[src/logic/sc_ir_map.vh]
// Register offsets, field positions, reset values and codes of the serial block.
`ifndef SC_IR_MAP_VH
`define SC_IR_MAP_VH

// ----------------------------------------------------------------------------
// Register offsets
// ----------------------------------------------------------------------------
`define OFS_MODE 8'h00
`define OFS_CTRL 8'h04
`define OFS_STATUS 8'h08
`define OFS_TX_HOLD 8'h0c
`define OFS_RX_HOLD 8'h10
`define OFS_ERR_CNT 8'h14
`define OFS_IR_FILT 8'h18
`define OFS_RATIO 8'h1c
`define OFS_CLK_DIV 8'h20

// ----------------------------------------------------------------------------
// Mode register fields
// ----------------------------------------------------------------------------
`define MODE_OP_LSB 0
`define MODE_OP_MSB 3
`define MODE_BIT_ORDER 4
`define MODE_PAR_INV 5
`define MODE_TWO_STOP 6
`define MODE_INHIBIT 7
`define MODE_SUCC_LIM 8
`define MODE_ITER_LSB 9
`define MODE_ITER_MSB 11
`define MODE_PAR_EN 12
`define MODE_W 13
`define MODE_RST 13'h0000

`define OP_SC_CHAR 4'h4
`define OP_SC_BLOCK 4'h5
`define OP_INFRARED 4'h8

// ----------------------------------------------------------------------------
// Control command bits
// ----------------------------------------------------------------------------
`define CMD_RX_EN 0
`define CMD_RX_DIS 1
`define CMD_TX_EN 2
`define CMD_TX_DIS 3
`define CMD_RST_STA 4
`define CMD_RST_ERROR_SIGNAL_BIT 5
`define CMD_RST_ITER 6

// ----------------------------------------------------------------------------
// Status bits, other reset values and fixed constants
// ----------------------------------------------------------------------------
`define ST_RX_RDY 0
`define ST_TX_RDY 1
`define ST_PAR_ERR 2
`define ST_INHIBIT 3
`define ST_ITER 4
`define ST_TX_EMPTY 5

`define RATIO_RST 11'h174
`define CLK_DIV_RST 16'h0001
`define FILT_RST 8'h00
`define ERR_CNT_MAX 8'hff
`define IR_OVERSAMPLE 16
`define IR_PULSE_NUM 3

`endif

[src/logic/ir_demodulator.v]
// Infrared receive filter that turns a long enough low pulse into a zero bit.
`timescale 1ns/1ns
`default_nettype none

module ir_demodulator (
	input wire clk_i,
	input wire rst_i,
	input wire enable_i,
	input wire rx_pin_i,
	input wire [7:0] filter_i,
	input wire [31:0] bit_len_i,
	output reg rx_o
);

	reg prev_r;
	reg counting_r;
	reg [7:0] cnt_r;
	reg [31:0] low_r;

	wire fall = prev_r && !rx_pin_i;
	wire rise = !prev_r && rx_pin_i;

	always @(posedge clk_i) begin
		if (rst_i) begin
			prev_r <= 1'b1;
			counting_r <= 1'b0;
			cnt_r <= 8'h00;
			low_r <= 32'h0;
			rx_o <= 1'b1;
		end else if (!enable_i) begin
			prev_r <= 1'b1;
			counting_r <= 1'b0;
			cnt_r <= filter_i;
			low_r <= 32'h0;
			rx_o <= 1'b1;
		end else begin
			prev_r <= rx_pin_i;
			// The reload below wins over this countdown, so back-to-back
			// zero bits keep the receiver input low without a gap.
			if (low_r != 32'h0) begin
				low_r <= low_r - 32'h1;
				rx_o <= 1'b0;
			end else begin
				rx_o <= 1'b1;
			end
			// Short glitches never reach zero, so they are filtered out.
			if (rise) begin
				counting_r <= 1'b0;
				cnt_r <= filter_i;
			end else if (fall) begin
				counting_r <= 1'b1;
				cnt_r <= filter_i;
			end else if (counting_r) begin
				if (cnt_r == 8'h00) begin
					counting_r <= 1'b0;
					low_r <= bit_len_i;
				end else begin
					cnt_r <= cnt_r - 8'h01;
				end
			end
		end
	end

endmodule // ir_demodulator

`default_nettype wire

[src/logic/ir_modulator.v]
// Return-to-zero inverted pulse modulator for the infrared transmit path.
`timescale 1ns/1ns
`default_nettype none

module ir_modulator (
	input wire clk_i,
	input wire rst_i,
	input wire enable_i,
	input wire bit_start_i,
	input wire bit_val_i,
	input wire [31:0] pulse_len_i,
	output reg pulse_o
);

	reg [31:0] cnt_r;

	// A zero bit is a light pulse of three sixteenths of a bit; a one is dark.
	always @(posedge clk_i) begin
		if (rst_i) begin
			cnt_r <= 32'h0;
			pulse_o <= 1'b0;
		end else if (!enable_i) begin
			cnt_r <= 32'h0;
			pulse_o <= 1'b0;
		end else if (bit_start_i && !bit_val_i) begin
			cnt_r <= pulse_len_i - 32'h1;
			pulse_o <= 1'b1;
		end else if (cnt_r != 32'h0) begin
			cnt_r <= cnt_r - 32'h1;
		end else begin
			pulse_o <= 1'b0;
		end
	end

endmodule // ir_modulator

`default_nettype wire

[src/logic/sc_ir_serial.v]
// Serial transceiver with smart-card and infrared operating modes.
// ----------------------------------------------------------------------------
// ----------------------------------------------------------------------------
`timescale 1ns/1ns
`default_nettype none
`include "sc_ir_map.vh"

module sc_ir_serial (
	// Clock and reset
	input wire CLK_SYS_I,
	input wire RESET_I,
	// Register port
	input wire [7:0] ADDR_I,
	input wire [31:0] WDATA_I,
	input wire WR_I,
	input wire RD_I,
	output reg [31:0] RDATA_O,
	// Card or line pins
	input wire DATA_I,
	output reg DATA_O,
	output reg DATA_OE_O,
	output reg SCK_O,
	// Infrared transceiver pins
	input wire IR_RX_I,
	output wire IR_TX_O
);

	// ------------------------------------------------------------------------
	// States
	// ------------------------------------------------------------------------
	localparam T_IDLE = 3'd0;
	localparam T_START = 3'd1;
	localparam T_DATA = 3'd2;
	localparam T_PAR = 3'd3;
	localparam T_STOP = 3'd4;
	localparam T_EXTRA = 3'd5;

	localparam R_IDLE = 3'd0;
	localparam R_START = 3'd1;
	localparam R_DATA = 3'd2;
	localparam R_PAR = 3'd3;
	localparam R_GUARD = 3'd4;
	localparam R_STOP = 3'd5;
	localparam R_ERROR_SIGNAL_BIT = 3'd6;

	// ------------------------------------------------------------------------
	// Software registers
	// ------------------------------------------------------------------------
	reg [`MODE_W-1:0] mode_r;
	reg tx_en_r;
	reg rx_en_r;
	reg [7:0] thr_r;
	reg thr_full_r;
	reg [7:0] rhr_r;
	reg rx_rdy_r;
	reg par_err_r;
	reg inhibit_flag_r;
	reg iter_flag_r;
	reg [7:0] err_cnt_r;
	reg [7:0] filter_r;
	reg [10:0] ratio_r;
	reg [15:0] cd_r;

	wire [3:0] op = mode_r[`MODE_OP_MSB:`MODE_OP_LSB];
	wire t0 = (op == `OP_SC_CHAR);
	wire sc = t0 || (op == `OP_SC_BLOCK);
	wire ir = (op == `OP_INFRARED);
	wire bit_order_select = mode_r[`MODE_BIT_ORDER];
	wire par_inv = mode_r[`MODE_PAR_INV];
	wire inhibit = mode_r[`MODE_INHIBIT];
	wire succ_lim = mode_r[`MODE_SUCC_LIM];
	wire [2:0] max_iter = mode_r[`MODE_ITER_MSB:`MODE_ITER_LSB];
	// Smart card forces parity on and ignores the parity enable field.
	wire par_on = sc || mode_r[`MODE_PAR_EN];
	// Block protocol keeps one stop bit whatever the stop field says.
	wire two_stop = mode_r[`MODE_TWO_STOP] && !(op == `OP_SC_BLOCK);

	wire wr_mode = WR_I && (ADDR_I == `OFS_MODE);
	wire wr_ctrl = WR_I && (ADDR_I == `OFS_CTRL);
	wire wr_thr = WR_I && (ADDR_I == `OFS_TX_HOLD);
	wire rd_rhr = RD_I && (ADDR_I == `OFS_RX_HOLD);
	wire rd_err = RD_I && (ADDR_I == `OFS_ERR_CNT);
	wire cmd_rst_sta = wr_ctrl && WDATA_I[`CMD_RST_STA];
	wire cmd_rst_error_signal_bit = wr_ctrl && WDATA_I[`CMD_RST_ERROR_SIGNAL_BIT];
	wire cmd_rst_iter = wr_ctrl && WDATA_I[`CMD_RST_ITER];

	// ------------------------------------------------------------------------
	// Bit timing
	// ------------------------------------------------------------------------
	// A smart-card bit is the clock ratio times one card clock period.
	wire [31:0] cd_w = {16'h0, cd_r};
	wire [31:0] ratio_w = {21'h0, ratio_r};
	wire [31:0] bit_len = sc ? ((cd_w * ratio_w) << 1) :
		(cd_w * `IR_OVERSAMPLE);
	wire [31:0] half_len = {1'b0, bit_len[31:1]};
	wire [31:0] pulse_len = cd_w * `IR_PULSE_NUM;
	reg [15:0] sck_cnt_r;

	// ------------------------------------------------------------------------
	// Transmitter and receiver state
	// ------------------------------------------------------------------------
	reg [2:0] tx_st_r;
	reg [31:0] tx_cnt_r;
	reg [2:0] tx_bits_r;
	reg [7:0] tx_shift_r;
	reg [7:0] tx_hold_r;
	reg tx_par_r;
	reg tx_error_signal_bit_r;
	reg [2:0] rep_cnt_r;
	reg tx_bit_start_r;
	reg tx_line_r;

	reg [2:0] rx_st_r;
	reg [31:0] rx_cnt_r;
	reg [2:0] rx_bits_r;
	reg [7:0] rx_shift_r;
	reg rx_perr_r;
	reg [2:0] error_signal_bit_cnt_r;
	wire demod_out;
	wire rx_in = ir ? demod_out : DATA_I;

	wire tx_tick = (tx_cnt_r == 32'h0);
	wire rx_tick = (rx_cnt_r == 32'h0);
	wire tx_bit = bit_order_select ? tx_shift_r[7] : tx_shift_r[0];
	wire tx_drive = (tx_st_r == T_START) || (tx_st_r == T_DATA) ||
		(tx_st_r == T_PAR);
	wire rx_error_signal_bit = (rx_st_r == R_ERROR_SIGNAL_BIT);

	// Events from the receiver and transmitter into the flags
	reg rx_store;
	reg rx_ready_set;
	reg rx_perr_set;
	reg rx_inhibit_set;
	reg rx_iter_set;
	reg rx_err_inc;
	reg tx_iter_set;

	// ------------------------------------------------------------------------
	// Card clock
	// ------------------------------------------------------------------------
	always @(posedge CLK_SYS_I) begin
		if (RESET_I || !sc) begin
			sck_cnt_r <= 16'h0;
			SCK_O <= 1'b0;
		end else if (sck_cnt_r >= cd_r - 16'h1) begin
			sck_cnt_r <= 16'h0;
			SCK_O <= ~SCK_O;
		end else begin
			sck_cnt_r <= sck_cnt_r + 16'h1;
		end
	end

	// ------------------------------------------------------------------------
	// Transmitter
	// ------------------------------------------------------------------------
	always @(posedge CLK_SYS_I) begin
		if (RESET_I) begin
			tx_st_r <= T_IDLE;
			tx_cnt_r <= 32'h0;
			tx_bits_r <= 3'd0;
			tx_shift_r <= 8'h00;
			tx_hold_r <= 8'h00;
			tx_par_r <= 1'b0;
			tx_error_signal_bit_r <= 1'b0;
			rep_cnt_r <= 3'd0;
			tx_bit_start_r <= 1'b0;
			tx_line_r <= 1'b1;
			tx_iter_set <= 1'b0;
		end else begin
			tx_bit_start_r <= 1'b0;
			tx_iter_set <= 1'b0;
			if (!tx_tick) begin
				tx_cnt_r <= tx_cnt_r - 32'h1;
			end
			case (tx_st_r)
			T_IDLE: begin
				tx_line_r <= 1'b1;
				if (tx_en_r && thr_full_r) begin
					tx_hold_r <= thr_r;
					tx_shift_r <= thr_r;
					tx_par_r <= (^thr_r) ^ par_inv;
					tx_error_signal_bit_r <= 1'b0;
					tx_cnt_r <= bit_len - 32'h1;
					tx_line_r <= 1'b0;
					tx_bit_start_r <= 1'b1;
					tx_st_r <= T_START;
				end
			end
			T_START: begin
				if (tx_tick) begin
					tx_cnt_r <= bit_len - 32'h1;
					tx_bits_r <= 3'd0;
					tx_line_r <= tx_bit;
					tx_bit_start_r <= 1'b1;
					tx_st_r <= T_DATA;
				end
			end
			T_DATA: begin
				if (tx_tick) begin
					tx_cnt_r <= bit_len - 32'h1;
					tx_bit_start_r <= 1'b1;
					tx_bits_r <= tx_bits_r + 3'd1;
					if (tx_bits_r == 3'd7) begin
						tx_line_r <= par_on ? tx_par_r : 1'b1;
						tx_bits_r <= 3'd0;
						tx_st_r <= par_on ? T_PAR : T_STOP;
					end else begin
						tx_shift_r <= bit_order_select ? {tx_shift_r[6:0], 1'b0} :
							{1'b0, tx_shift_r[7:1]};
						tx_line_r <= bit_order_select ? tx_shift_r[6] : tx_shift_r[1];
					end
				end
			end
			T_PAR: begin
				if (tx_tick) begin
					tx_cnt_r <= bit_len - 32'h1;
					tx_bit_start_r <= 1'b1;
					tx_line_r <= 1'b1;
					tx_bits_r <= 3'd0;
					tx_st_r <= T_STOP;
				end
			end
			T_STOP: begin
				// In card modes the line is released here; the card may pull it low.
				if (t0 && tx_bits_r == 3'd0 && tx_cnt_r == half_len &&
					!DATA_I) begin
					tx_error_signal_bit_r <= 1'b1;
				end
				if (tx_tick) begin
					tx_cnt_r <= bit_len - 32'h1;
					if ((t0 || two_stop) && tx_bits_r == 3'd0) begin
						tx_bits_r <= 3'd1;
					end else if (tx_error_signal_bit_r) begin
						tx_st_r <= T_EXTRA;
					end else begin
						rep_cnt_r <= 3'd0;
						tx_st_r <= T_IDLE;
					end
				end
			end
			T_EXTRA: begin
				// The error signal lengthens the character by one bit.
				if (tx_tick) begin
					if (max_iter != 3'd0 && rep_cnt_r != max_iter) begin
						rep_cnt_r <= rep_cnt_r + 3'd1;
						tx_shift_r <= tx_hold_r;
						tx_error_signal_bit_r <= 1'b0;
						tx_cnt_r <= bit_len - 32'h1;
						tx_line_r <= 1'b0;
						tx_bit_start_r <= 1'b1;
						tx_st_r <= T_START;
					end else begin
						tx_iter_set <= (max_iter != 3'd0);
						rep_cnt_r <= 3'd0;
						tx_st_r <= T_IDLE;
					end
				end
			end
			default: begin
				tx_st_r <= T_IDLE;
			end
			endcase
		end
	end

	// ------------------------------------------------------------------------
	// Receiver
	// ------------------------------------------------------------------------
	always @(posedge CLK_SYS_I) begin
		if (RESET_I) begin
			rx_st_r <= R_IDLE;
			rx_cnt_r <= 32'h0;
			rx_bits_r <= 3'd0;
			rx_shift_r <= 8'h00;
			rx_perr_r <= 1'b0;
			error_signal_bit_cnt_r <= 3'd0;
			rx_store <= 1'b0;
			rx_ready_set <= 1'b0;
			rx_perr_set <= 1'b0;
			rx_inhibit_set <= 1'b0;
			rx_iter_set <= 1'b0;
			rx_err_inc <= 1'b0;
		end else begin
			rx_store <= 1'b0;
			rx_ready_set <= 1'b0;
			rx_perr_set <= 1'b0;
			rx_inhibit_set <= 1'b0;
			rx_iter_set <= 1'b0;
			rx_err_inc <= 1'b0;
			if (!rx_tick) begin
				rx_cnt_r <= rx_cnt_r - 32'h1;
			end
			case (rx_st_r)
			R_IDLE: begin
				if (rx_en_r && !rx_in) begin
					rx_cnt_r <= half_len;
					rx_st_r <= R_START;
				end
			end
			R_START: begin
				if (rx_tick) begin
					rx_cnt_r <= bit_len - 32'h1;
					rx_bits_r <= 3'd0;
					rx_st_r <= rx_in ? R_IDLE : R_DATA;
				end
			end
			R_DATA: begin
				if (rx_tick) begin
					rx_cnt_r <= bit_len - 32'h1;
					rx_shift_r <= bit_order_select ? {rx_shift_r[6:0], rx_in} :
						{rx_in, rx_shift_r[7:1]};
					rx_bits_r <= rx_bits_r + 3'd1;
					if (rx_bits_r == 3'd7) begin
						rx_st_r <= par_on ? R_PAR : R_STOP;
					end
				end
			end
			R_PAR: begin
				if (rx_tick) begin
					rx_perr_r <= (^rx_shift_r) ^ rx_in ^ par_inv;
					// The guard time begins half a bit after this sample.
					rx_cnt_r <= t0 ? half_len : bit_len - 32'h1;
					rx_st_r <= t0 ? R_GUARD : R_STOP;
				end
			end
			R_GUARD: begin
				if (rx_tick) begin
					rx_st_r <= R_IDLE;
					if (!rx_perr_r) begin
						rx_store <= 1'b1;
						rx_ready_set <= 1'b1;
						error_signal_bit_cnt_r <= 3'd0;
					end else if (inhibit) begin
						rx_err_inc <= 1'b1;
						rx_inhibit_set <= 1'b1;
						rx_store <= 1'b1;
					end else if (succ_lim && error_signal_bit_cnt_r == max_iter) begin
						rx_store <= 1'b1;
						rx_ready_set <= 1'b1;
						rx_iter_set <= 1'b1;
						error_signal_bit_cnt_r <= 3'd0;
					end else begin
						rx_err_inc <= 1'b1;
						rx_perr_set <= 1'b1;
						error_signal_bit_cnt_r <= error_signal_bit_cnt_r + 3'd1;
						rx_cnt_r <= bit_len - 32'h1;
						rx_st_r <= R_ERROR_SIGNAL_BIT;
					end
				end
			end
			R_ERROR_SIGNAL_BIT: begin
				if (rx_tick) begin
					rx_st_r <= R_IDLE;
				end
			end
			R_STOP: begin
				if (rx_tick) begin
					rx_st_r <= R_IDLE;
					rx_store <= 1'b1;
					rx_ready_set <= 1'b1;
					rx_perr_set <= par_on && rx_perr_r;
					rx_err_inc <= sc && par_on && rx_perr_r;
				end
			end
			default: begin
				rx_st_r <= R_IDLE;
			end
			endcase
		end
	end

	// ------------------------------------------------------------------------
	// Pin drive
	// ------------------------------------------------------------------------
	// Outside smart-card mode the pin is an ordinary push-pull output.
	always @(posedge CLK_SYS_I) begin
		if (RESET_I) begin
			DATA_O <= 1'b1;
			DATA_OE_O <= 1'b0;
		end else begin
			DATA_O <= rx_error_signal_bit ? 1'b0 : tx_line_r;
			DATA_OE_O <= rx_error_signal_bit || (sc ? tx_drive : 1'b1);
		end
	end

	ir_modulator u_mod (
		.clk_i(CLK_SYS_I),
		.rst_i(RESET_I),
		.enable_i(ir),
		.bit_start_i(tx_bit_start_r),
		.bit_val_i(tx_line_r),
		.pulse_len_i(pulse_len),
		.pulse_o(IR_TX_O)
	);

	ir_demodulator u_demod (
		.clk_i(CLK_SYS_I),
		.rst_i(RESET_I),
		.enable_i(ir),
		.rx_pin_i(IR_RX_I),
		.filter_i(filter_r),
		.bit_len_i(bit_len),
		.rx_o(demod_out)
	);

	// ------------------------------------------------------------------------
	// Register file
	// ------------------------------------------------------------------------
	// Every flag gives a set in the same cycle as its clear priority.
	always @(posedge CLK_SYS_I) begin
		if (RESET_I) begin
			mode_r <= `MODE_RST;
			tx_en_r <= 1'b0;
			rx_en_r <= 1'b0;
			thr_r <= 8'h00;
			thr_full_r <= 1'b0;
			rhr_r <= 8'h00;
			rx_rdy_r <= 1'b0;
			par_err_r <= 1'b0;
			inhibit_flag_r <= 1'b0;
			iter_flag_r <= 1'b0;
			err_cnt_r <= 8'h00;
			filter_r <= `FILT_RST;
			ratio_r <= `RATIO_RST;
			cd_r <= `CLK_DIV_RST;
			RDATA_O <= 32'h0;
		end else begin
			if (wr_mode) begin
				mode_r <= WDATA_I[`MODE_W-1:0];
			end
			if (wr_ctrl) begin
				if (WDATA_I[`CMD_RX_DIS]) begin
					rx_en_r <= 1'b0;
				end else if (WDATA_I[`CMD_RX_EN]) begin
					rx_en_r <= 1'b1;
				end
				if (WDATA_I[`CMD_TX_DIS]) begin
					tx_en_r <= 1'b0;
				end else if (WDATA_I[`CMD_TX_EN]) begin
					tx_en_r <= 1'b1;
				end
			end
			if (WR_I && ADDR_I == `OFS_IR_FILT) begin
				filter_r <= WDATA_I[7:0];
			end
			if (WR_I && ADDR_I == `OFS_RATIO) begin
				ratio_r <= WDATA_I[10:0];
			end
			if (WR_I && ADDR_I == `OFS_CLK_DIV) begin
				cd_r <= WDATA_I[15:0];
			end
			if (wr_thr) begin
				thr_r <= WDATA_I[7:0];
				thr_full_r <= 1'b1;
			end else if (tx_st_r == T_IDLE && tx_en_r && thr_full_r) begin
				thr_full_r <= 1'b0;
			end
			if (rx_store) begin
				rhr_r <= rx_shift_r;
			end
			if (rx_ready_set) begin
				rx_rdy_r <= 1'b1;
			end else if (rd_rhr) begin
				rx_rdy_r <= 1'b0;
			end
			if (rx_perr_set) begin
				par_err_r <= 1'b1;
			end else if (cmd_rst_sta) begin
				par_err_r <= 1'b0;
			end
			if (rx_inhibit_set) begin
				inhibit_flag_r <= 1'b1;
			end else if (cmd_rst_error_signal_bit) begin
				inhibit_flag_r <= 1'b0;
			end
			if (tx_iter_set || rx_iter_set) begin
				iter_flag_r <= 1'b1;
			end else if (cmd_rst_iter) begin
				iter_flag_r <= 1'b0;
			end
			if (rx_err_inc) begin
				if (rd_err) begin
					err_cnt_r <= 8'h01;
				end else if (err_cnt_r != `ERR_CNT_MAX) begin
					err_cnt_r <= err_cnt_r + 8'h01;
				end
			end else if (rd_err) begin
				err_cnt_r <= 8'h00;
			end
			if (RD_I) begin
				case (ADDR_I)
				`OFS_MODE: RDATA_O <= {19'h0, mode_r};
				`OFS_STATUS: RDATA_O <= {26'h0,
					(tx_st_r == T_IDLE) && !thr_full_r, iter_flag_r,
					inhibit_flag_r, par_err_r, !thr_full_r, rx_rdy_r};
				`OFS_RX_HOLD: RDATA_O <= {24'h0, rhr_r};
				`OFS_ERR_CNT: RDATA_O <= {24'h0, err_cnt_r};
				`OFS_IR_FILT: RDATA_O <= {24'h0, filter_r};
				`OFS_RATIO: RDATA_O <= {21'h0, ratio_r};
				`OFS_CLK_DIV: RDATA_O <= {16'h0, cd_r};
				default: RDATA_O <= 32'h0;
				endcase
			end else begin
				RDATA_O <= 32'h0;
			end
		end
	end

endmodule // sc_ir_serial

`default_nettype wire

[config.mk]
export PLATFORM = sky130hd
export DESIGN_NAME = sc_ir_serial
export DESIGN_NICKNAME = d
export VERILOG_FILES = /design/src/logic/ir_demodulator.v /design/src/logic/ir_modulator.v /design/src/logic/sc_ir_serial.v
export VERILOG_INCLUDE_DIRS = /design/src /design/src/logic
export SDC_FILE = /design/constraint.sdc
export NUM_CORES = 1
export LEC_CHECK = 0
export BUFFER_PORTS_ARGS = -buffer_cell sky130_fd_sc_hd__clkbuf_2
export CAP_MARGIN = 0
export CORE_AREA = 2 2 332 170
export DETAILED_ROUTE_END_ITERATION = 16
export DIE_AREA = 0 0 334 172
export PLACE_DENSITY_LB_ADDON = 0.08
export RECOVER_POWER = 25
export SYNTH_ARGS = -nofsm -noshare
export SYNTH_HDL_FRONTEND = slang
export SYNTH_SLANG_ARGS = --single-unit
[constraint.sdc]
create_clock -name CLK_SYS_I -period 8.6 [get_ports CLK_SYS_I]
set_input_delay 1.29 -clock CLK_SYS_I [delete_from_list [all_inputs] [get_ports CLK_SYS_I]]
set_output_delay 1.29 -clock CLK_SYS_I [all_outputs]
set_load 0.01 [all_outputs]
==> flow_metrics.py, run 1 <==
metrics = {
    "timing": {
        "clock.fmax_mhz": 125,
        "period_needed_ps": 8020,
        "relSlewSlack_pct": -161,
        "tightest_slew_ps": 3910,
        "setup_ws_ps": 578,
        "fin_skew_ps": 20.3,
        "slew_viol_final": 150,
        "setup_viol": 0,
        "holdWs_ps": 456,
        "finalCritPeriodShare_pct": 93.3,
        "rsz0062_at_grt": "false",
        "setup_tns_ps": 0,
        "finalHoldViolations": 0,
    },
    "worst_setup_path": {
        "critPathLaunchType": "flop",
        "startpoint": "ratio_r[5]",
        "crit_type": "flop to flop",
        "reg2reg_depth": 21,
        "cp_max_fo": 16,
        "crit_chain": "nand2_1, fa_1, inv_1, fa_1, fa_1, fa_1, inv_1, fa_1, inv_1, ha_1, nand2_1, nor3b_1, a211oi_2, nor2_1, o211ai_2, a211oi_2, nand4_1, buf_4, nor4_4, a21oi_1, o31ai_1",
        "r2r_start": "ratio_r[5]",
        "arrival_ps": 8460,
        "critPathSlowestCell": "dfxtp_1",
        "crit_path_frequent_cell": "fa_1",
        "cp-end-kind": "flop",
        "cp_slowest_stage_delay_ps": 880,
        "cp_data_required_time_ps": 9040,
    },
    "routing": {
        "wirelength_um": 81200,
        "drc_errors": 0,
        "wire_per_inst_um": 21.3,
        "postRouteAntennaNets": 0,
        "dr.first_iter.drc_count": 2349,
        "vias": 22000,
        "drt_first_pass_iters": 6,
        "viasPerCell": 5.76,
    },
    "finish": {
        "design.final.nets": 3374,
        "areaGrowthSynthToFinish_pct": 8.12,
        "diodes": 0,
        "fillCellCount": 5370,
        "layout-drive-gt1-share_pct": 5.92,
        "final_cell_mix": "nand2_1, nor2_1, dfxtp_1",
        "final_common_cell": "nand2_1",
        "finalNonFillerCells": 3815,
        "utilization_pct": 48.2,
    },
    "cts": {
        "h-tree-depth": 2,
        "cts_tree": "done",
        "cts_sinks": 308,
        "clkTransAtPathRegs_ps": 60,
        "hold_buffers": 0,
        "cts_buffers": 34,
        "clock_latency_ps": 560,
        "ctsLongestPathBuffers": 3,
        "cts_setup_buffers": 0,
        "clock_tree.root_cell": "clkbuf_16",
        "post_cts_resized": 0,
    },
    "global_routing": {
        "grt_pass1_wl_um": 126000,
        "track_usage_pct": 28.3,
        "grt_overflow": 0,
        "antenna_found_initial": 1,
        "grt_pass1_vias": 20500,
        "grt_start_max_net_pins": 86,
    },
    "synthesis": {
        "yosysSeqAreaShare_pct": 25.3,
        "synth.mux.area_fraction_pct": 1.97,
        "synth_cell_types": 89,
        "synth_top_family_by_area": "simple AND/OR/NAND/NOR gates",
        "avgSynthCellArea_um2": 7.87,
        "synth-edff-count": 0,
        "synthXorXnorAreaFrac_pct": 8.56,
        "async_flop_share_pct": 0,
        "yosys.area_share.simple_pct": 24.6,
        "ys_ff_latch": 308,
        "synth_fa_ha_area_share_pct": 17.3,
        "synth_compound_area_share_pct": 15.3,
        "synth_flop_cell": "dfxtp_1",
        "synth_area_um2": 24300,
        "ys_warn_count": 0,
        "syn_inst": 3094,
    },
    "flow_run": {
        "drv_cap": 2,
    },
    "placed_design": {
        "port_buffers": 49,
        "hpwl_um": 62800,
        "pre_cts_ws_ps": 824,
        "dp_cells": 3755,
        "routabilityCongestion": 0.941,
    },
    "floorplanning": {
        "fp.dieW_um": 334,
        "core_area_um2": 54600,
        "die_h_um": 172,
        "die_area_um2": 57400,
        "ios": 82,
        "start_util_pct": 44.5,
        "rows": 61,
    },
    "status": {
        "outcome": "finished, violations left",
        "violations": "max-capacitance violations, max-slew violations",
    },
    "hold_path": {
        "holdPathStages": 2,
        "hold_path_startpoint": "tx_hold_r[6]",
        "hp-class": "flop to flop",
    },
    "power": {
        "leakagePower_nw": 10.8,
        "pwr_density_cell_nw_per_um2": 183,
        "vdd_ir_drop_max_v": 0.000127,
    },
}
sequential cells by signal, summed over array words and instances (netlist names), 8 cells and up:
register,flops
RDATA_O,16
tx_cnt_r,32
tx_shift_r,8
filter_r,8
sck_cnt_r,16
tx_hold_r,8
mode_r,13
rx_shift_r,8
cd_r,16
rhr_r,8
rx_cnt_r,32
err_cnt_r,8
u_mod.cnt_r,32
ratio_r,11
u_demod.low_r,32
u_demod.cnt_r,8
thr_r,8
Yosys cell counts (14+ instances only):
master	instances	area, µm²
a21oi_1	208	1040
nand2_1	400	1500
a22oi_1	24	180
and3_1	25	156
nor2_1	342	1280
o22ai_1	16	100
ha_1	135	1690
nand4_1	19	119
and2_1	94	588
o21a_1	18	135
fa_1	126	2520
nand3_1	61	305
mux2i_1	40	400
buf_2	14	70.1
a211oi_1	69	518
xnor2_1	131	1150
clkbuf_1	138	518
o31ai_1	14	105
dfxtp_1	308	6170
or2_2	14	87.6
a21o_1	22	165
nand3b_1	21	158
buf_4	19	143
a31oi_1	25	156
nand2b_1	29	181
nor2b_1	16	100
nor3_1	79	395
or3_1	26	163
o21ai_0	77	385
inv_1	236	886
xor2_1	105	920
or4_1	22	165
nor4_1	39	244
layer usage:
metal / share of wire [%] / wire length [µm] / up-vias / GRT usage, %
li1: - / - / 10400 / -
met1: 54 / 43600 / 10600 / 47.4
met2: 36 / 29000 / 873 / 35.9
met3: 9.8 / 7980 / 61 / 6.37
met4: 0.89 / 720 / 0 / 3.07
met5: 0 / 0 / - / 0
worst max-delay path: cells and delay by family, from the launching register on:
family,cells,cell delay [ps]
adder cells (fa/ha/maj),6,2990
AND/OR/NAND/NOR,6,1990
AO/OA/AOI/OAI,5,1520
flip-flops,1,880
buffers and inverters,4,500
power breakdown:
| group | internal [W] | switching [W] |
|---|---|---|
| clock | 0.000942 | 0.000667 |
| combinational | 0.000548 | 0.000924 |
| sequential | 0.00156 | 0.000184 |
per-stage QoR:
stage / area, µm² / total power, W
6_report: 26300 / 0.00483
5_1_grt: 26300 / 0.00510
4_1_cts: 26400 / 0.00481
3_5_place_dp: 25200 / 0.00319
3_3_place_gp: 25200 / 0.00316
2_1_floorplan: 24400 / 0.00283
path summary, 6_finish.rpt:
| check | to | slack (ps) |
|---|---|---|
| max reg2reg | rx_cnt_r[28] | 580 |
| min | tx_hold_r[6] | 460 |
| max | rx_cnt_r[28] | 580 |
| min reg2reg | tx_hold_r[6] | 460 |
area by class of cell:
type	count	area (µm²)	area share, %
Multi-Input combinational cell	2383	16600	63.0
Sequential cell	308	6170	23.4
Clock buffer	44	918	3.49
Tap cell	724	906	3.44
Inverter	236	886	3.37
Timing Repair Buffer	104	618	2.35
Clock inverter	16	255	0.970
logic make-up after synthesis:
group	Yosys count
fa+ha+maj	261
simple gates	1243
flops	308
compound gates	581
xor+xnor	237
other cells	1
mux	45
buf+inv	418
(Power assumes the default switching activity.)
==> run 2, diff against run 1 <==
CORE_AREA = 2 2 338 173   (was 2 2 332 170)
DIE_AREA = 0 0 340 175   (was 0 0 334 172)
SYNTH_HIERARCHICAL = 1   (was unset)
==> run 2 against run 1 <==
Effect of this change: the flow still finishes with violations (max-capacitance violations, max-slew violations); sequential power shrank 3%; largest power group unchanged; clock power shrank 3%; cell area grew 3.5%; cell count grew 3.5%; flip-flop and latch count is the same; synthesized area grew 3.6%; total power shrank 10%; routed wire length grew 3.4%.
==> flow_metrics.py, run 2 <==
metrics = {
    "floorplanning": {
        "start_util_pct": 44.6,
        "ios": 82,
        "die_h_um": 175,
        "core_area_um2": 56600,
        "die_area_um2": 59500,
        "fp.dieW_um": 340,
        "rows": 62,
    },
    "power": {
        "total_power_w": 0.00434,
        "vdd_ir_drop_max_v": 0.000127,
        "leakagePower_nw": 10.9,
        "pwr_density_cell_nw_per_um2": 159,
    },
    "global_routing": {
        "grt_pass1_vias": 21300,
        "antenna_found_initial": 3,
        "track_usage_pct": 27.8,
        "grt_start_max_net_pins": 66,
        "grt_overflow": 0,
        "grt_pass1_wl_um": 129000,
    },
    "synthesis": {
        "synth_cell_types": 111,
        "ys_ff_latch": 308,
        "synth_area_um2": 25200,
        "synth_commonest_cells": "nand2_1, nor2_1, dfxtp_1",
        "synth_area_leaders": "dfxtp_1, fa_1, ha_1",
        "async_flop_share_pct": 0,
        "synth-edff-count": 0,
        "synth.largest_area_cell": "dfxtp_1",
        "synthMostInstantiatedCell": "nand2_1",
        "avgSynthCellArea_um2": 7.99,
        "synth_flop_cell": "dfxtp_1",
        "netlist.area_leader.share_pct": 24.4,
        "syn_inst": 3157,
        "yosysSeqAreaShare_pct": 24.4,
        "ys_warn_count": 6,
    },
    "cts": {
        "cts_tree": "done",
        "clock_latency_ps": 560,
        "cts_sinks": 308,
        "cts_buffers": 34,
        "hold_buffers": 0,
        "clkTransAtPathRegs_ps": 60,
        "ctsLongestPathBuffers": 3,
        "post_cts_resized": 0,
        "h-tree-depth": 2,
        "cts_setup_buffers": 0,
        "clock_tree.root_cell": "clkbuf_16",
    },
    "timing": {
        "period_needed_ps": 7630,
        "slew_viol_final": 189,
        "finalCritPeriodShare_pct": 88.8,
        "finalHoldViolations": 0,
        "setup_viol": 0,
        "rsz0062_at_grt": "false",
        "holdWs_ps": 457,
        "setup_tns_ps": 0,
        "tightest_slew_ps": 3000,
        "clock.fmax_mhz": 131,
        "relSlewSlack_pct": -99.7,
        "fin_skew_ps": 26.3,
    },
    "routing": {
        "wire_per_inst_um": 21.3,
        "viasPerCell": 5.83,
        "drc_errors": 0,
        "postRouteAntennaNets": 0,
        "dr.first_iter.drc_count": 2362,
        "drt_first_pass_iters": 6,
        "vias": 23000,
        "wirelength_um": 84000,
    },
    "finish": {
        "fillCellCount": 5526,
        "design.final.nets": 3465,
        "finalInstanceArea_um2": 27200,
        "utilization_pct": 48.2,
        "final_common_cell": "nand2_1",
        "regArea_um2": 6170,
        "multi_input_comb_area_um2": 17600,
        "layout-drive-gt1-share_pct": 6.57,
        "final_cell_mix": "nand2_1, nor2_1, dfxtp_1",
        "areaGrowthSynthToFinish_pct": 8.03,
    },
    "placed_design": {
        "place_area_um2": 26100,
        "port_buffers": 49,
        "routabilityCongestion": 0.971,
        "hpwl_um": 64600,
    },
    "worst_setup_path": {
        "arrival_ps": 8120,
        "critPathLaunchType": "flop",
        "cp-end-kind": "flop",
        "crit_type": "flop to flop",
        "cp_data_required_time_ps": 9090,
        "cp_max_fo": 17,
        "ff2ff_setup_slack_ps": 970,
    },
    "hold_path": {
        "hp-class": "flop to flop",
    },
    "status": {
        "outcome": "finished, violations left",
        "violations": "max-capacitance violations, max-slew violations",
    },
    "flow_run": {
        "drv_cap": 3,
    },
}
[run 2: cell count changes after synthesis, sizes merged, moves of 12 or more]
cell   change
or3       +13
mux2i     +34
xor2      -29
o21ai     +36
xnor2     +12
nand3     +14
nand2     -32
nor2      -26
[run 2: final cells by class]
cell class / count / share of cell area (%)
Timing Repair Buffer: 91 / 1.92
Multi-Input combinational cell: 2493 / 64.6
Antenna cell: 1 / 0.00918
Inverter: 229 / 3.16
Tap cell: 768 / 3.53
Clock buffer: 46 / 3.55
Clock inverter: 13 / 0.634
Sequential cell: 308 / 22.6
[run 2: cell families (layout without fill, tap and decap cells)]
group / count (synthesis) / after routing / share of synthesized area [%]
AO/OA/AOI/OAI: 640 / 640 / 16.8
AND/OR/NAND/NOR: 1231 / 1231 / 24.2
flip-flops: 308 / 308 / 24.4
other: 1 / 58 / 0.0149
adder cells (fa/ha/maj): 263 / 263 / 16.8
XOR/XNOR: 220 / 220 / 7.64
multiplexers: 82 / 82 / 3.32
buffers and inverters: 412 / 379 / 6.77
[run 2: per-layer routing]
metal | GRT usage (%) | up-vias | routed length [µm]
li1 | - | 10800 | -
met1 | 45.2 | 11100 | 43400
met4 | 4.54 | 0 | 1240
met3 | 7.75 | 89 | 8860
met5 | 0 | - | 0
met2 | 35.2 | 992 | 30500
[run 2: power breakdown]
group,internal (W),switching (W)
registers,0.00154,0.000134
logic,0.000439,0.000667
clock network,0.000886,0.000673
total,0.00287,0.00147
[run 2: worst paths after layout]
path	start	endpoint	depth (start not counted)
setup / recovery	cd_r[9]	tx_error_signal_bit_r	21
hold / removal	tx_hold_r[0]	tx_hold_r[0]	2
setup reg to reg	cd_r[9]	tx_error_signal_bit_r	21
hold reg to reg	tx_hold_r[0]	tx_hold_r[0]	2
[run 2: stage by stage]
stage | setup WS [ps] | cells
finish | 965 | 3949
CTS | 1160 | 3948
global placement | 1300 | 3889
floorplan | 2280 | 3213
global route | 591 | 3948
detailed placement | 1140 | 3889
[run 2: critical path, stage by stage (launching register included)]
cell       delay [ps]
dfxtp_1           990
nand2_1           180
fa_1              510
fa_1              560
inv_1              80
fa_1              520
fa_1              510
inv_1              50
fa_1              480
inv_1              50
ha_1              420
a21oi_1           390
o21a_1            300
o21ai_0           150
a2111oi_0         460
o211ai_1          150
and3_1            390
xor2_1            220
nor4_1            340
nand4_1           160
or4_1             490
o21ai_1           140
==> run 3, diff against run 2 <==
CORE_AREA = 2 2 321 164   (was 2 2 338 173)
DIE_AREA = 0 0 323 166   (was 0 0 340 175)
==> run 3 against run 2 <==
Effect of this change: the flow still finishes with violations (max-capacitance violations, max-slew violations); non-clock buffer count decreased by 7; global-route usage increased by 2.4 points; flip-flop and latch count did not move; via count grew 0.26%; fmax shrank 1.1%; setup slack got worse by 84 ps; sequential share of layout area is 0.21 points higher; cell area shrank 0.90%; highest routed layer is now met5; critical path depth rose by 2; worst hold slack better by 3.5 ps; clock-buffer cell count is 2 lower; core utilization up 4.7 points.
==> flow_metrics.py, run 3 (synthesis results as in run 2) <==
metrics = {
    "worst_setup_path": {
        "cp_max_fo": 18,
        "endpoint": "rx_cnt_r[24]",
        "crit_buf_inv": 6,
        "crit_path_frequent_cell": "inv_1",
        "critPathSlowestCell": "dfxtp_1",
        "cp_slowest_stage_delay_ps": 910,
        "crit_chain": "nand2_1, fa_1, inv_1, fa_1, inv_1, fa_1, inv_1, fa_1, inv_1, fa_1, inv_1, ha_1, a21o_1, a21o_1, a21oi_1, or2_2, a21oi_1, nor2_1, inv_1, nor4_2, xor2_1, a222oi_1, nor2_1",
        "ff2ff_setup_slack_ps": 880,
        "startpoint": "ratio_r[2]",
        "cp-end-kind": "flop",
        "cp_data_required_time_ps": 8930,
        "cp_num_cells": 23,
        "reg2reg_depth": 23,
        "crit_type": "flop to flop",
        "path_delay_family": "adder cells",
        "regToRegEndpoint": "rx_cnt_r[24]",
        "critPathLaunchType": "flop",
        "r2r_start": "ratio_r[2]",
        "arrival_ps": 8050,
    },
    "cts": {
        "clock_tree.root_cell": "clkbuf_16",
        "clock_latency_ps": 610,
        "h-tree-depth": 1,
        "post_cts_resized": 0,
        "ctsLongestPathBuffers": 3,
        "cts_sinks": 308,
        "clkTransAtPathRegs_ps": 70,
        "hold_buffers": 0,
        "cts_tree": "done",
        "cts_buffers": 31,
        "cts_setup_buffers": 0,
    },
    "floorplanning": {
        "die_area_um2": 53600,
        "rows": 59,
        "die_h_um": 166,
        "start_util_pct": 49.4,
        "fp.dieW_um": 323,
        "ios": 82,
        "core_area_um2": 51100,
    },
    "global_routing": {
        "grt_pass1_vias": 21800,
        "antenna_found_initial": 2,
        "grt_pass1_wl_um": 127000,
        "grt_overflow": 0,
        "track_usage_pct": 30.2,
        "grt_start_max_net_pins": 84,
    },
    "placed_design": {
        "port_buffers": 49,
        "dp_cells": 3815,
        "routabilityCongestion": 0.988,
        "hpwl_um": 62900,
    },
    "routing": {
        "viasPerCell": 5.96,
        "postRouteAntennaNets": 0,
        "wire_per_inst_um": 21.2,
        "vias": 23100,
        "wirelength_um": 82200,
        "drt_first_pass_iters": 6,
        "dr.first_iter.drc_count": 2700,
        "drc_errors": 0,
    },
    "timing": {
        "period_needed_ps": 7720,
        "relSlewSlack_pct": -177,
        "fin_skew_ps": 13.7,
        "clock.fmax_mhz": 130,
        "slew_viol_final": 282,
        "tightest_slew_ps": 4160,
        "rsz0062_at_grt": "false",
        "finalHoldViolations": 0,
        "setup_viol": 0,
        "setup_tns_ps": 0,
        "finalCritPeriodShare_pct": 89.8,
    },
    "power": {
        "pwr_density_cell_nw_per_um2": 155,
        "seq_power_share_pct": 40.0,
        "leakagePower_nw": 10.8,
        "sw_frac_of_total_pct": 33.8,
        "vdd_ir_drop_max_v": 0.000196,
        "pwr-share-comb_pct": 26.0,
        "power.switching_w": 0.00141,
        "clockPowerShare_pct": 34.0,
        "intPower_w": 0.00277,
    },
    "finish": {
        "finalNonFillerCells": 3873,
        "final_cell_mix": "nand2_1, nor2_1, dfxtp_1",
        "areaGrowthSynthToFinish_pct": 7.05,
        "fillCellCount": 4912,
        "layout-drive-gt1-share_pct": 6.21,
        "final_common_cell": "nand2_1",
        "design.final.nets": 3455,
    },
    "flow_run": {
        "drv_cap": 5,
    },
    "hold_path": {
        "hp-class": "flop to flop",
        "hold_path_startpoint": "tx_hold_r[5]",
    },
    "status": {
        "outcome": "finished, violations left",
        "violations": "max-capacitance violations, max-slew violations",
    },
}
run 3: worst min-delay path by stage:
stage	slack, ps	end	depth (start not counted)
6_report	460	tx_hold_r[5]	2
5_1_grt	480	tx_hold_r[3]	2
4_1_cts	460	tx_hold_r[2]	2
3_5_place_dp	450	par_err_r	2
3_3_place_gp	430	par_err_r	2
2_1_floorplan	410	inhibit_flag_r	2
run 3: worst min-delay path, stage by stage, from the launching register on:
cell	delay [ps]
dfxtp_1	310
nand2_1	50
a21oi_1	50
run 3: layout make-up:
class | count | area, µm² | area share [%]
clock inverters | 13 | 151 | 0.561
flip-flops and latches | 308 | 6170 | 22.8
diodes | 1 | 2.50 | 0.00927
inverters | 229 | 862 | 3.19
repair buffers | 84 | 459 | 1.70
well taps | 701 | 877 | 3.25
multi-input cells | 2493 | 17600 | 65.2
clock buffers | 44 | 875 | 3.24
run 3: routing by layer:
layer | up-vias | track usage [%] | part of all wire [%]
li1 | 10800 | - | -
met1 | 11100 | 48.1 | 49
met2 | 1053 | 38.7 | 37
met3 | 105 | 9.34 | 11
met4 | 6 | 5.95 | 1.9
met5 | - | 1.24 | 0.13
run 3: power by group through the flow:
stage | Sequential, W | Combinational, W | Clock [W]
after floorplan | 0.00166 | 0.000821 | 0
after global placement | 0.00170 | 0.00103 | 0
after detailed placement | 0.00170 | 0.00105 | 0
after CTS | 0.00167 | 0.00106 | 0.00145
after global routing | 0.00169 | 0.00120 | 0.00151
final | 0.00168 | 0.00109 | 0.00142
run 3: stage by stage:
stage	util (%)	power [W]	hold WS, ps	cell area (µm²)	setup slack [ps]
global route	52.8	0.00440	475	27000	408
detailed placement	50.9	0.00275	446	26000	1170
global placement	50.9	0.00273	431	26000	1310
finish	52.9	0.00419	461	27000	881
CTS	53.0	0.00418	462	27100	1120
floorplan	-	0.00248	413	25400	2280
